===== config.mk =====
export PLATFORM = sky130hd
export DESIGN_NAME = cpps_core
export DESIGN_NICKNAME = d
export VERILOG_FILES = /design/src/design/cpps_pkg.sv /design/src/design/cpps_core.sv
export VERILOG_INCLUDE_DIRS = /design/src /design/src/design
export SDC_FILE = /design/constraint.sdc
export NUM_CORES = 1
export LEC_CHECK = 0
export BUFFER_PORTS_ARGS = -buffer_cell sky130_fd_sc_hd__buf_4
export CAP_MARGIN = 30
export CORE_AREA = 2 2 160 162
export CTS_CLUSTER_DIAMETER = 40
export DETAILED_ROUTE_END_ITERATION = 8
export DIE_AREA = 0 0 162 164
export PLACE_DENSITY = 0.77
export SYNTH_ARGS = -nofsm -noshare
export SYNTH_HDL_FRONTEND = slang
export SYNTH_SLANG_ARGS = --single-unit
export TNS_END_PERCENT = 30

===== constraint.sdc =====
create_clock -name clk_in -period 8.04 [get_ports clk_in]
set_input_delay 0.804 -clock clk_in [delete_from_list [all_inputs] [get_ports clk_in]]
set_output_delay 0.804 -clock clk_in [all_outputs]
set_load 0.02 [all_outputs]

===== src/design/cpps_defines.svh =====
// Register offsets, field positions, reset values and timing constants for the power sequencer
`ifndef CPPS_DEFINES_SVH
`define CPPS_DEFINES_SVH
`define CPPS_CLK_HZ 40000000
`define CPPS_TIMING_ADDR 6'h1B
`define CPPS_TIMING_RST 8'h44
`define CPPS_RI_CORE_HI 7
`define CPPS_RI_CORE_LO 6
`define CPPS_OM_CORE_HI 5
`define CPPS_OM_CORE_LO 4
`define CPPS_RI_INTER_HI 3
`define CPPS_RI_INTER_LO 2
`define CPPS_OM_INTER_HI 1
`define CPPS_OM_INTER_LO 0
// Times in microseconds (tenths where printed with a decimal)
`define CPPS_UV_MASK_US 92
`define CPPS_OC_MASK0_US 122
`define CPPS_OC_MASK2_US 610
`define CPPS_OC_MASK3_US 1098
`define CPPS_RETRY0_US_X10 156000
`define CPPS_RETRY1_US_X10 312000
`define CPPS_RETRY2_US_X10 1249000
`define CPPS_RETRY3_US_X10 2499000
`define CPPS_RST_HOLD_US 12000
// Mask times and retry intervals both round down
`define CPPS_UV_MASK_CYC ((`CPPS_UV_MASK_US * (`CPPS_CLK_HZ / 1000000)))
`define CPPS_OC_MASK0_CYC ((`CPPS_OC_MASK0_US * (`CPPS_CLK_HZ / 1000000)))
`define CPPS_OC_MASK2_CYC ((`CPPS_OC_MASK2_US * (`CPPS_CLK_HZ / 1000000)))
`define CPPS_OC_MASK3_CYC ((`CPPS_OC_MASK3_US * (`CPPS_CLK_HZ / 1000000)))
`define CPPS_RETRY0_CYC ((`CPPS_RETRY0_US_X10 / 10) * (`CPPS_CLK_HZ / 1000000))
`define CPPS_RETRY1_CYC ((`CPPS_RETRY1_US_X10 / 10) * (`CPPS_CLK_HZ / 1000000))
`define CPPS_RETRY2_CYC ((`CPPS_RETRY2_US_X10 / 10) * (`CPPS_CLK_HZ / 1000000))
`define CPPS_RETRY3_CYC ((`CPPS_RETRY3_US_X10 / 10) * (`CPPS_CLK_HZ / 1000000))
`define CPPS_RST_HOLD_CYC (`CPPS_RST_HOLD_US * (`CPPS_CLK_HZ / 1000000))
`endif


===== src/design/cpps_pkg.sv =====
// Types shared by the converter protection and power sequencer
package cpps_pkg;
   typedef enum logic [2:0] {
      CPPS_OFF,
      CPPS_KEEPALIVE,
      CPPS_DIAG,
      CPPS_RAMP,
      CPPS_HOLD,
      CPPS_ON,
      CPPS_DOWN
   } cpps_seq_t;
   typedef enum logic [1:0] {
      CPPS_RUN,
      CPPS_STOPPED,
      CPPS_PROTECT
   } cpps_conv_t;
endpackage : cpps_pkg


===== src/design/cpps_core.sv =====
// Converter protection and power-rail sequencer control
//
// Operation
// - Intermediate output over-voltage stops switching of both converters at once.
// - Intermediate over-current or under-voltage beyond mask enters protect operation.
// - Intermediate under-voltage and forwarded core detect masked 92us; over-current mask programmable.
// - Protect mode retries at programmed interval; returns to normal once fault clears.
// - Core or analog regulator over-voltage forces intermediate converter into protect.
// - Interrupt output goes low no later than the edge on which either converter enters protect.
// - Core over-current or under-voltage beyond mask: interval operation with own retry.
// - Core output over-voltage stops switching of both converters.
// - Optional core under-voltage reset: reset low at once while below threshold.
// - After core recovers from under-voltage reset, hold reset 12ms more.
// - Abnormal converter output sets a status flag and raises interrupt.
// - Retry fields 7:6 and 3:2 encode 15.6, 31.2, 124.9, 249.9ms.
// - Mask fields 5:4 and 1:0 encode 122, 122, 610, 1098us.
// - Timing register is not reinitialised by the reset output.
// - Housekeeping first, then others in fixed order; reset released after all up.
// - Enable starts diagnosis, then sequencing; interrupt released, reset 12ms later.
// - Enable tied to supply starts the same sequence when supply rises.
// - Keep-alive alone raises only housekeeping; full sequence waits for an enable.
// - Enable raised with supply below reset threshold does not start the sequence; it stays off or in keep-alive.
// - Enables dropped: assert interrupt and reset, then power down after reset low.
// - Falling supply: suspend warning at I/O first low, then reset and shutdown.
`timescale 1ns/100ps
`include "cpps_defines.svh"
module cpps_core
   import cpps_pkg::*;
#(
   parameter int RAIL_COUNT = 4,
   parameter int STEP_CYC = 40000,
   parameter int DIAG_CYC = 40000,
   parameter int RST_HOLD_CYC = `CPPS_RST_HOLD_CYC,
   parameter int RETRY0_CYC = `CPPS_RETRY0_CYC,
   parameter int RETRY1_CYC = `CPPS_RETRY1_CYC,
   parameter int RETRY2_CYC = `CPPS_RETRY2_CYC,
   parameter int RETRY3_CYC = `CPPS_RETRY3_CYC
) (
   input wire logic clk_in,
   input wire logic nrst_in,
   input wire logic power_enable_a_in,
   input wire logic power_enable_b_in,
   input wire logic keepalive_enable_in,
   input wire logic battery_supply_ok_in,
   input wire logic battery_above_reset_in,
   input wire logic io_first_low_level_in,
   input wire logic diag_pass_in,
   input wire logic uv_reset_enable_in,
   input wire logic inter_ov_in,
   input wire logic inter_oc_in,
   input wire logic inter_uv_in,
   input wire logic core_ov_in,
   input wire logic core_oc_in,
   input wire logic core_uv_in,
   input wire logic analog_ov_in,
   input wire logic reg_wr_in,
   input wire logic [5:0] reg_addr_in,
   input wire logic [7:0] reg_wdata_in,
   input wire logic status_clr_in,
   output logic [7:0] reg_rdata_out,
   output logic [1:0] fault_status_out,
   output logic inter_switch_en_out,
   output logic core_switch_en_out,
   output logic housekeeping_en_out,
   output logic [RAIL_COUNT-1:0] rail_en_out,
   output logic interrupt_out_n,
   output logic system_reset_out_n,
   output logic suspend_warning_n
);
   // ==========================================================
   // Timing register
   // ==========================================================
   logic [7:0] timing_q, timing_d;
   // Only the chip reset reloads it; the reset output never touches it
   always_comb begin
      timing_d = timing_q;
      if (reg_wr_in && reg_addr_in == `CPPS_TIMING_ADDR) begin
         timing_d = reg_wdata_in;
      end
   end
   always_ff @(posedge clk_in) begin
      if (!nrst_in) timing_q <= `CPPS_TIMING_RST;
      else timing_q <= timing_d;
   end

   function automatic logic [31:0] retry_cyc(input logic [1:0] f);
      case (f)
         2'h0: retry_cyc = 32'(RETRY0_CYC);
         2'h1: retry_cyc = 32'(RETRY1_CYC);
         2'h2: retry_cyc = 32'(RETRY2_CYC);
         default: retry_cyc = 32'(RETRY3_CYC);
      endcase
   endfunction : retry_cyc
   function automatic logic [31:0] ocmask_cyc(input logic [1:0] f);
      case (f)
         2'h0, 2'h1: ocmask_cyc = 32'(`CPPS_OC_MASK0_CYC);
         2'h2: ocmask_cyc = 32'(`CPPS_OC_MASK2_CYC);
         default: ocmask_cyc = 32'(`CPPS_OC_MASK3_CYC);
      endcase
   endfunction : ocmask_cyc

   // ==========================================================
   // Per-converter protection, index 0 intermediate, 1 core
   // ==========================================================
   logic [1:0] ov_hit, oc_hit, uv_hit, run_ok, entering;
   logic [1:0] ri_f [2];
   logic [1:0] om_f [2];
   assign ri_f[0] = timing_q[`CPPS_RI_INTER_HI:`CPPS_RI_INTER_LO];
   assign ri_f[1] = timing_q[`CPPS_RI_CORE_HI:`CPPS_RI_CORE_LO];
   assign om_f[0] = timing_q[`CPPS_OM_INTER_HI:`CPPS_OM_INTER_LO];
   assign om_f[1] = timing_q[`CPPS_OM_CORE_HI:`CPPS_OM_CORE_LO];
   // Over-voltage on either converter stops both
   assign ov_hit = {2{inter_ov_in | core_ov_in}};
   assign oc_hit = {core_oc_in, inter_oc_in};
   // Core/analog over-voltage is the forwarded detect into the intermediate
   assign uv_hit = {core_uv_in, inter_uv_in | core_ov_in | analog_ov_in};

   cpps_conv_t cst_q [2];
   cpps_conv_t cst_d [2];
   logic [31:0] oc_cnt_q [2];
   logic [31:0] oc_cnt_d [2];
   logic [31:0] uv_cnt_q [2];
   logic [31:0] uv_cnt_d [2];
   logic [31:0] rt_cnt_q [2];
   logic [31:0] rt_cnt_d [2];
   genvar gi;
   generate
      for (gi = 0; gi < 2; gi++) begin : g_conv
         // Mask counters filter glitches; retry timer paces restart attempts
         always_comb begin
            cst_d[gi] = cst_q[gi];
            oc_cnt_d[gi] = oc_hit[gi] ? oc_cnt_q[gi] + 32'h1 : 32'h0;
            uv_cnt_d[gi] = uv_hit[gi] ? uv_cnt_q[gi] + 32'h1 : 32'h0;
            rt_cnt_d[gi] = 32'h0;
            entering[gi] = 1'b0;
            case (cst_q[gi])
               CPPS_RUN: begin
                  if (ov_hit[gi]) begin
                     cst_d[gi] = CPPS_STOPPED;
                  end else if (oc_cnt_q[gi] >= ocmask_cyc(om_f[gi]) ||
                               uv_cnt_q[gi] >= 32'(`CPPS_UV_MASK_CYC)) begin
                     cst_d[gi] = CPPS_PROTECT;
                     entering[gi] = 1'b1;
                  end
               end
               CPPS_STOPPED: begin
                  if (!ov_hit[gi]) cst_d[gi] = CPPS_PROTECT;
               end
               CPPS_PROTECT: begin
                  rt_cnt_d[gi] = rt_cnt_q[gi] + 32'h1;
                  // Retry only when the fault has gone; otherwise wait another period
                  if (rt_cnt_q[gi] + 32'h1 >= retry_cyc(ri_f[gi])) begin
                     rt_cnt_d[gi] = 32'h0;
                     if (!oc_hit[gi] && !uv_hit[gi] && !ov_hit[gi]) cst_d[gi] = CPPS_RUN;
                  end
               end
               default: cst_d[gi] = CPPS_RUN;
            endcase
         end
         always_ff @(posedge clk_in) begin
            if (!nrst_in) begin
               cst_q[gi] <= CPPS_RUN;
               oc_cnt_q[gi] <= 32'h0;
               uv_cnt_q[gi] <= 32'h0;
               rt_cnt_q[gi] <= 32'h0;
            end else begin
               cst_q[gi] <= cst_d[gi];
               oc_cnt_q[gi] <= oc_cnt_d[gi];
               uv_cnt_q[gi] <= uv_cnt_d[gi];
               rt_cnt_q[gi] <= rt_cnt_d[gi];
            end
         end
         assign run_ok[gi] = (cst_q[gi] == CPPS_RUN) && !ov_hit[gi];
      end
   endgenerate

   // ==========================================================
   // Power sequencer
   // ==========================================================
   cpps_seq_t seq_q, seq_d;
   logic [31:0] tmr_q, tmr_d;
   logic [2:0] step_q, step_d;
   logic en_any;
   assign en_any = power_enable_a_in | power_enable_b_in;
   always_comb begin
      seq_d = seq_q;
      tmr_d = tmr_q + 32'h1;
      step_d = step_q;
      case (seq_q)
         CPPS_OFF, CPPS_KEEPALIVE: begin
            tmr_d = 32'h0;
            step_d = 3'h0;
            // An enable tied high starts as soon as supply is good
            if (battery_supply_ok_in && en_any && battery_above_reset_in) seq_d = CPPS_DIAG;
            else if (battery_supply_ok_in && keepalive_enable_in) seq_d = CPPS_KEEPALIVE;
            else seq_d = CPPS_OFF;
         end
         CPPS_DIAG: begin
            if (tmr_q + 32'h1 >= 32'(DIAG_CYC) && diag_pass_in) begin
               seq_d = CPPS_RAMP;
               tmr_d = 32'h0;
            end
         end
         CPPS_RAMP: begin
            // Fixed order, one rail per step
            if (tmr_q + 32'h1 >= 32'(STEP_CYC)) begin
               tmr_d = 32'h0;
               step_d = step_q + 3'h1;
               if (32'(step_q) + 32'h1 >= 32'(RAIL_COUNT)) seq_d = CPPS_HOLD;
            end
         end
         CPPS_HOLD: begin
            if (tmr_q + 32'h1 >= 32'(RST_HOLD_CYC)) seq_d = CPPS_ON;
         end
         CPPS_ON: tmr_d = 32'h0;
         CPPS_DOWN: begin
            // Rails drop in reverse order, each a step apart
            if (tmr_q + 32'h1 >= 32'(STEP_CYC)) begin
               tmr_d = 32'h0;
               if (step_q == 3'h0) seq_d = CPPS_OFF;
               else step_d = step_q - 3'h1;
            end
         end
         default: seq_d = CPPS_OFF;
      endcase
      // Dropped enables, low supply or reset level force power-down
      if (seq_q != CPPS_OFF && seq_q != CPPS_KEEPALIVE && seq_q != CPPS_DOWN &&
          (!en_any || !battery_above_reset_in || !battery_supply_ok_in)) begin
         seq_d = CPPS_DOWN;
         tmr_d = 32'h0;
      end
   end
   always_ff @(posedge clk_in) begin
      if (!nrst_in) begin
         seq_q <= CPPS_OFF;
         tmr_q <= 32'h0;
         step_q <= 3'h0;
      end else begin
         seq_q <= seq_d;
         tmr_q <= tmr_d;
         step_q <= step_d;
      end
   end

   // ==========================================================
   // Under-voltage reset stretch and status flags
   // ==========================================================
   logic [31:0] uvr_cnt_q, uvr_cnt_d;
   logic [1:0] stat_q, stat_d;
   logic uvr_hold;
   always_comb begin
      uvr_cnt_d = uvr_cnt_q == 32'h0 ? 32'h0 : uvr_cnt_q - 32'h1;
      if (uv_reset_enable_in && core_uv_in) uvr_cnt_d = 32'(RST_HOLD_CYC);
      // Set wins over clear
      stat_d = status_clr_in ? 2'h0 : stat_q;
      stat_d = stat_d | {core_ov_in | core_oc_in | core_uv_in, inter_ov_in | inter_oc_in | inter_uv_in};
   end
   assign uvr_hold = (uv_reset_enable_in && core_uv_in) || uvr_cnt_q != 32'h0;
   always_ff @(posedge clk_in) begin
      if (!nrst_in) begin
         uvr_cnt_q <= 32'h0;
         stat_q <= 2'h0;
      end else begin
         uvr_cnt_q <= uvr_cnt_d;
         stat_q <= stat_d;
      end
   end

   // ==========================================================
   // Registered outputs
   // ==========================================================
   logic [RAIL_COUNT-1:0] rails_d;
   logic powered;
   generate
      for (gi = 0; gi < RAIL_COUNT; gi++) begin : g_rail
         assign rails_d[gi] = (seq_d == CPPS_RAMP || seq_d == CPPS_DOWN) ? (32'(step_d) >= 32'(gi)) :
                              (seq_d == CPPS_HOLD || seq_d == CPPS_ON);
      end
   endgenerate
   assign powered = seq_d == CPPS_HOLD || seq_d == CPPS_ON;
   always_ff @(posedge clk_in) begin
      if (!nrst_in) begin
         reg_rdata_out <= 8'h00;
         fault_status_out <= 2'h0;
         inter_switch_en_out <= 1'b0;
         core_switch_en_out <= 1'b0;
         housekeeping_en_out <= 1'b0;
         rail_en_out <= '0;
         interrupt_out_n <= 1'b0;
         system_reset_out_n <= 1'b0;
         suspend_warning_n <= 1'b1;
      end else begin
         reg_rdata_out <= reg_addr_in == `CPPS_TIMING_ADDR ? timing_q : 8'h00;
         fault_status_out <= stat_d;
         inter_switch_en_out <= powered && cst_d[0] == CPPS_RUN && !ov_hit[0];
         core_switch_en_out <= powered && cst_d[1] == CPPS_RUN && !ov_hit[1];
         // Housekeeping stays on through power-down; once off, only keep-alive keeps it
         housekeeping_en_out <= seq_d != CPPS_OFF || keepalive_enable_in;
         rail_en_out <= rails_d;
         // Interrupt drops in the same edge the protect state is entered, never after
         interrupt_out_n <= powered && stat_d == 2'h0 && entering == 2'h0 && run_ok == 2'h3;
         system_reset_out_n <= seq_d == CPPS_ON && !uvr_hold;
         suspend_warning_n <= !io_first_low_level_in;
      end
   end
endmodule : cpps_core


==> results.yml <==
finish:
  final_nets: 1884
  layout_commonest_cell: "dfxtp_1"
  layout_common_cells: "294 x dfxtp_1, 269 x nor2_1, 127 x nand2_1"
  layout-drive-gt1-share: 0.0871
  syn2layout_area_growth_pct: 14.5
  n_antenna_cell: 0
sta:
  hold_ws_ps: 437
  finClkSkew_ps: 25.9
  rsz0062_at_grt: "no"
  timing.final.crit_share: 0.494
  max-slew-margin-rel: 0.337
  worst_pin_slew_ps: 985
  hold_viol_final: 0
  clock.fmax_mhz: 252
  tns_ps: 0
  period_minus_slack_ps: 3970
  drv_slew: 0
  setup_viol: 0
  setup_ws_ps: 4070
logic_synthesis:
  synth_cells: 1705
  postSynthAreaPerCell_um2: 8.61
  ys_types: 84
  synth_area_um2: 14700
  ys_seq_area_frac: 0.401
  synth_edf_count: 0
  async_reset_ff_frac: 0
  ys.warnings.count: 0
  synth-seq-cells: 294
  synth_ff_type: "dfxtp_1"
clocking:
  ctsLongestPathBuffers: 3
  postCtsHoldBufs: 0
  cts_sinks: 294
  cts_setup_buffers: 0
  root_buffer: "clkbuf_16"
  insertion_delay_ps: 530
  cts_resized: 0
  htreeDepth: 2
  cts_buffers: 40
  clkSlewWorstSetupHoldPaths_ps: 50
  cts_tree: "yes"
setup_path:
  r2r_slack_ps: 4070
  cp-end-kind: "register"
  cp-start-kind: "register"
  cp-endpoint: "rt_cnt_q[1][6]"
  criticalPathCategory: "register to register"
  required_ps: 8480
  r2r_end: "rt_cnt_q[1][6]"
  critPathLaunch: "rt_cnt_q[1][2]"
  reg2reg_from: "rt_cnt_q[1][2]"
  critical_path_peak_fanout: 16
  crit_arrival_ps: 4410
  worstRegToRegCells: 16
grt:
  grt_pass1_wl_um: 51900
  grt_max_degree: 33
  antenna_found_initial: 0
  grtUsageTotal: 0.232
  grt_overflow: 0
  grt_pass1_vias: 11200
place:
  port_buffers: 52
  pre_cts_ws_ps: 4070
  dp_hpwl_um: 21200
  place_congestion: 0.863
run:
  maxCapViolCount: 0
floorplan:
  die_h_um: 164
  start_util: 0.592
  rows: 58
  die_w_um: 162
  core_area_um2: 24800
  dieArea_um2: 26600
  ioPinCount: 53
drt:
  wl_per_cell_um: 14.4
  drt-initial-drc-count: 730
  vias_per_cell: 5.62
  vias: 12000
  final_antenna_net_count: 0
  drt-pass1-iter-count: 4
  wl_um: 30700
  drc: 0
power_and_ir_drop:
  power-per-cell-area_nw_per_um2: 217
  leakage_uw: 0.00653
  peakVddDrop_v: 0.000191
worst_hold_path:
  hold_depth: 1
  hold_path_class: "register to register"
outcome:
  status: "finished clean"
-- worst max-delay path, stage by stage (launching register included) --
cell,delay (ps)
dfxtp_1,390
and3_1,250
nand4_1,240
nor3_1,400
and2_1,210
xor2_1,180
ha_1,280
a21oi_1,130
nor2b_1,60
o21ai_0,150
nand2b_1,80
a21oi_1,160
a21boi_0,120
o21ai_0,370
nand4b_1,470
buf_8,320
nor2b_1,100
-- layer usage --
| layer | GRT usage | up-vias | share of wire |
|---|---|---|---|
| met1 | 0.309 | 5637 | 0.47 |
| met4 | 0.0636 | 0 | 0.021 |
| met2 | 0.394 | 233 | 0.46 |
| met5 | 0 | - | 0 |
| li1 | - | 6059 | - |
| met3 | 0.0341 | 52 | 0.045 |
-- cell type report --
type                    instances  area [um^2]
multi-input cells            1325         8460
fillers                      2076         8000
flip-flops and latches        294         5890
clock buffers                  49         1080
repair buffers                 59          513
well taps                     330          413
clock inverters                21          250
inverters                      55          206
-- cell families after synthesis --
| logic type | count (synthesis) | share of synthesized area |
|---|---|---|
| DFF | 294 | 0.401 |
| muxes | 11 | 0.00767 |
| xor gates and xnor gates | 206 | 0.123 |
| AOI/OAI and AO/OA | 197 | 0.0930 |
| other | 1 | 0.000255 |
| adders and majority gates | 76 | 0.0648 |
| and+or+nand+nor | 819 | 0.283 |
| buffers and inverters | 101 | 0.0274 |
-- synthesized netlist by cell type (7+ instances only) --
cell type / n / area share
mux2i_1: 9 / 0.0061
nor2b_1: 45 / 0.019
a21o_1: 10 / 0.0051
o21a_1: 12 / 0.0061
or4_1: 7 / 0.0036
xor2_1: 111 / 0.066
or3_1: 31 / 0.013
nand3_1: 102 / 0.035
nand2b_1: 14 / 0.0060
and4_1: 15 / 0.0089
clkbuf_1: 30 / 0.0077
nor4_1: 35 / 0.015
buf_2: 12 / 0.0041
o21ai_0: 47 / 0.016
inv_1: 54 / 0.014
ha_1: 76 / 0.065
dfxtp_1: 294 / 0.40
nor3_1: 33 / 0.011
nand2_1: 127 / 0.032
a21oi_1: 49 / 0.017
a211oi_1: 13 / 0.0066
and2_1: 10 / 0.0043
nand4_1: 36 / 0.015
xnor2_1: 95 / 0.057
and3_1: 66 / 0.028
a31oi_1: 8 / 0.0034
nor2_1: 269 / 0.069
-- worst min-delay path by stage --
stage                                     start           endpoint  slack (ps)
after detailed placement         rt_cnt_q[1][0]     rt_cnt_q[1][0]         430
after global placement           rt_cnt_q[1][0]     rt_cnt_q[1][0]         420
after global routing      io_first_low_level_in  suspend_warning_n         450
after floorplan                  rt_cnt_q[1][0]     rt_cnt_q[1][0]         410
final                            rt_cnt_q[1][0]     rt_cnt_q[1][0]         440
after CTS                 io_first_low_level_in  suspend_warning_n         440
-- metrics by stage --
step	util	power, uW	area, um^2	instances
2_1_floorplan	-	1840	14700	1720
3_3_place_gp	0.619	1900	15400	2057
3_5_place_dp	0.623	1920	15500	2062
4_1_cts	0.677	3680	16800	2132
5_1_grt	0.678	3790	16800	2133
6_report	0.678	3640	16800	2133
-- flip-flops by register name (all words and copies together) (netlist names), 8 cells and up --
| signal | cells |
|---|---|
| oc_cnt_q | 64 |
| reg_rdata_out | 8 |
| rt_cnt_q | 64 |
| timing_q | 8 |
| tmr_q | 32 |
| uv_cnt_q | 64 |
| uvr_cnt_q | 32 |
-- power breakdown --
group	internal [uW]	switching, uW	total, uW
clock network	1070	670	1740
logic	147	186	333
registers	1510	52.7	1570
Power figures use the tool's default switching activity.
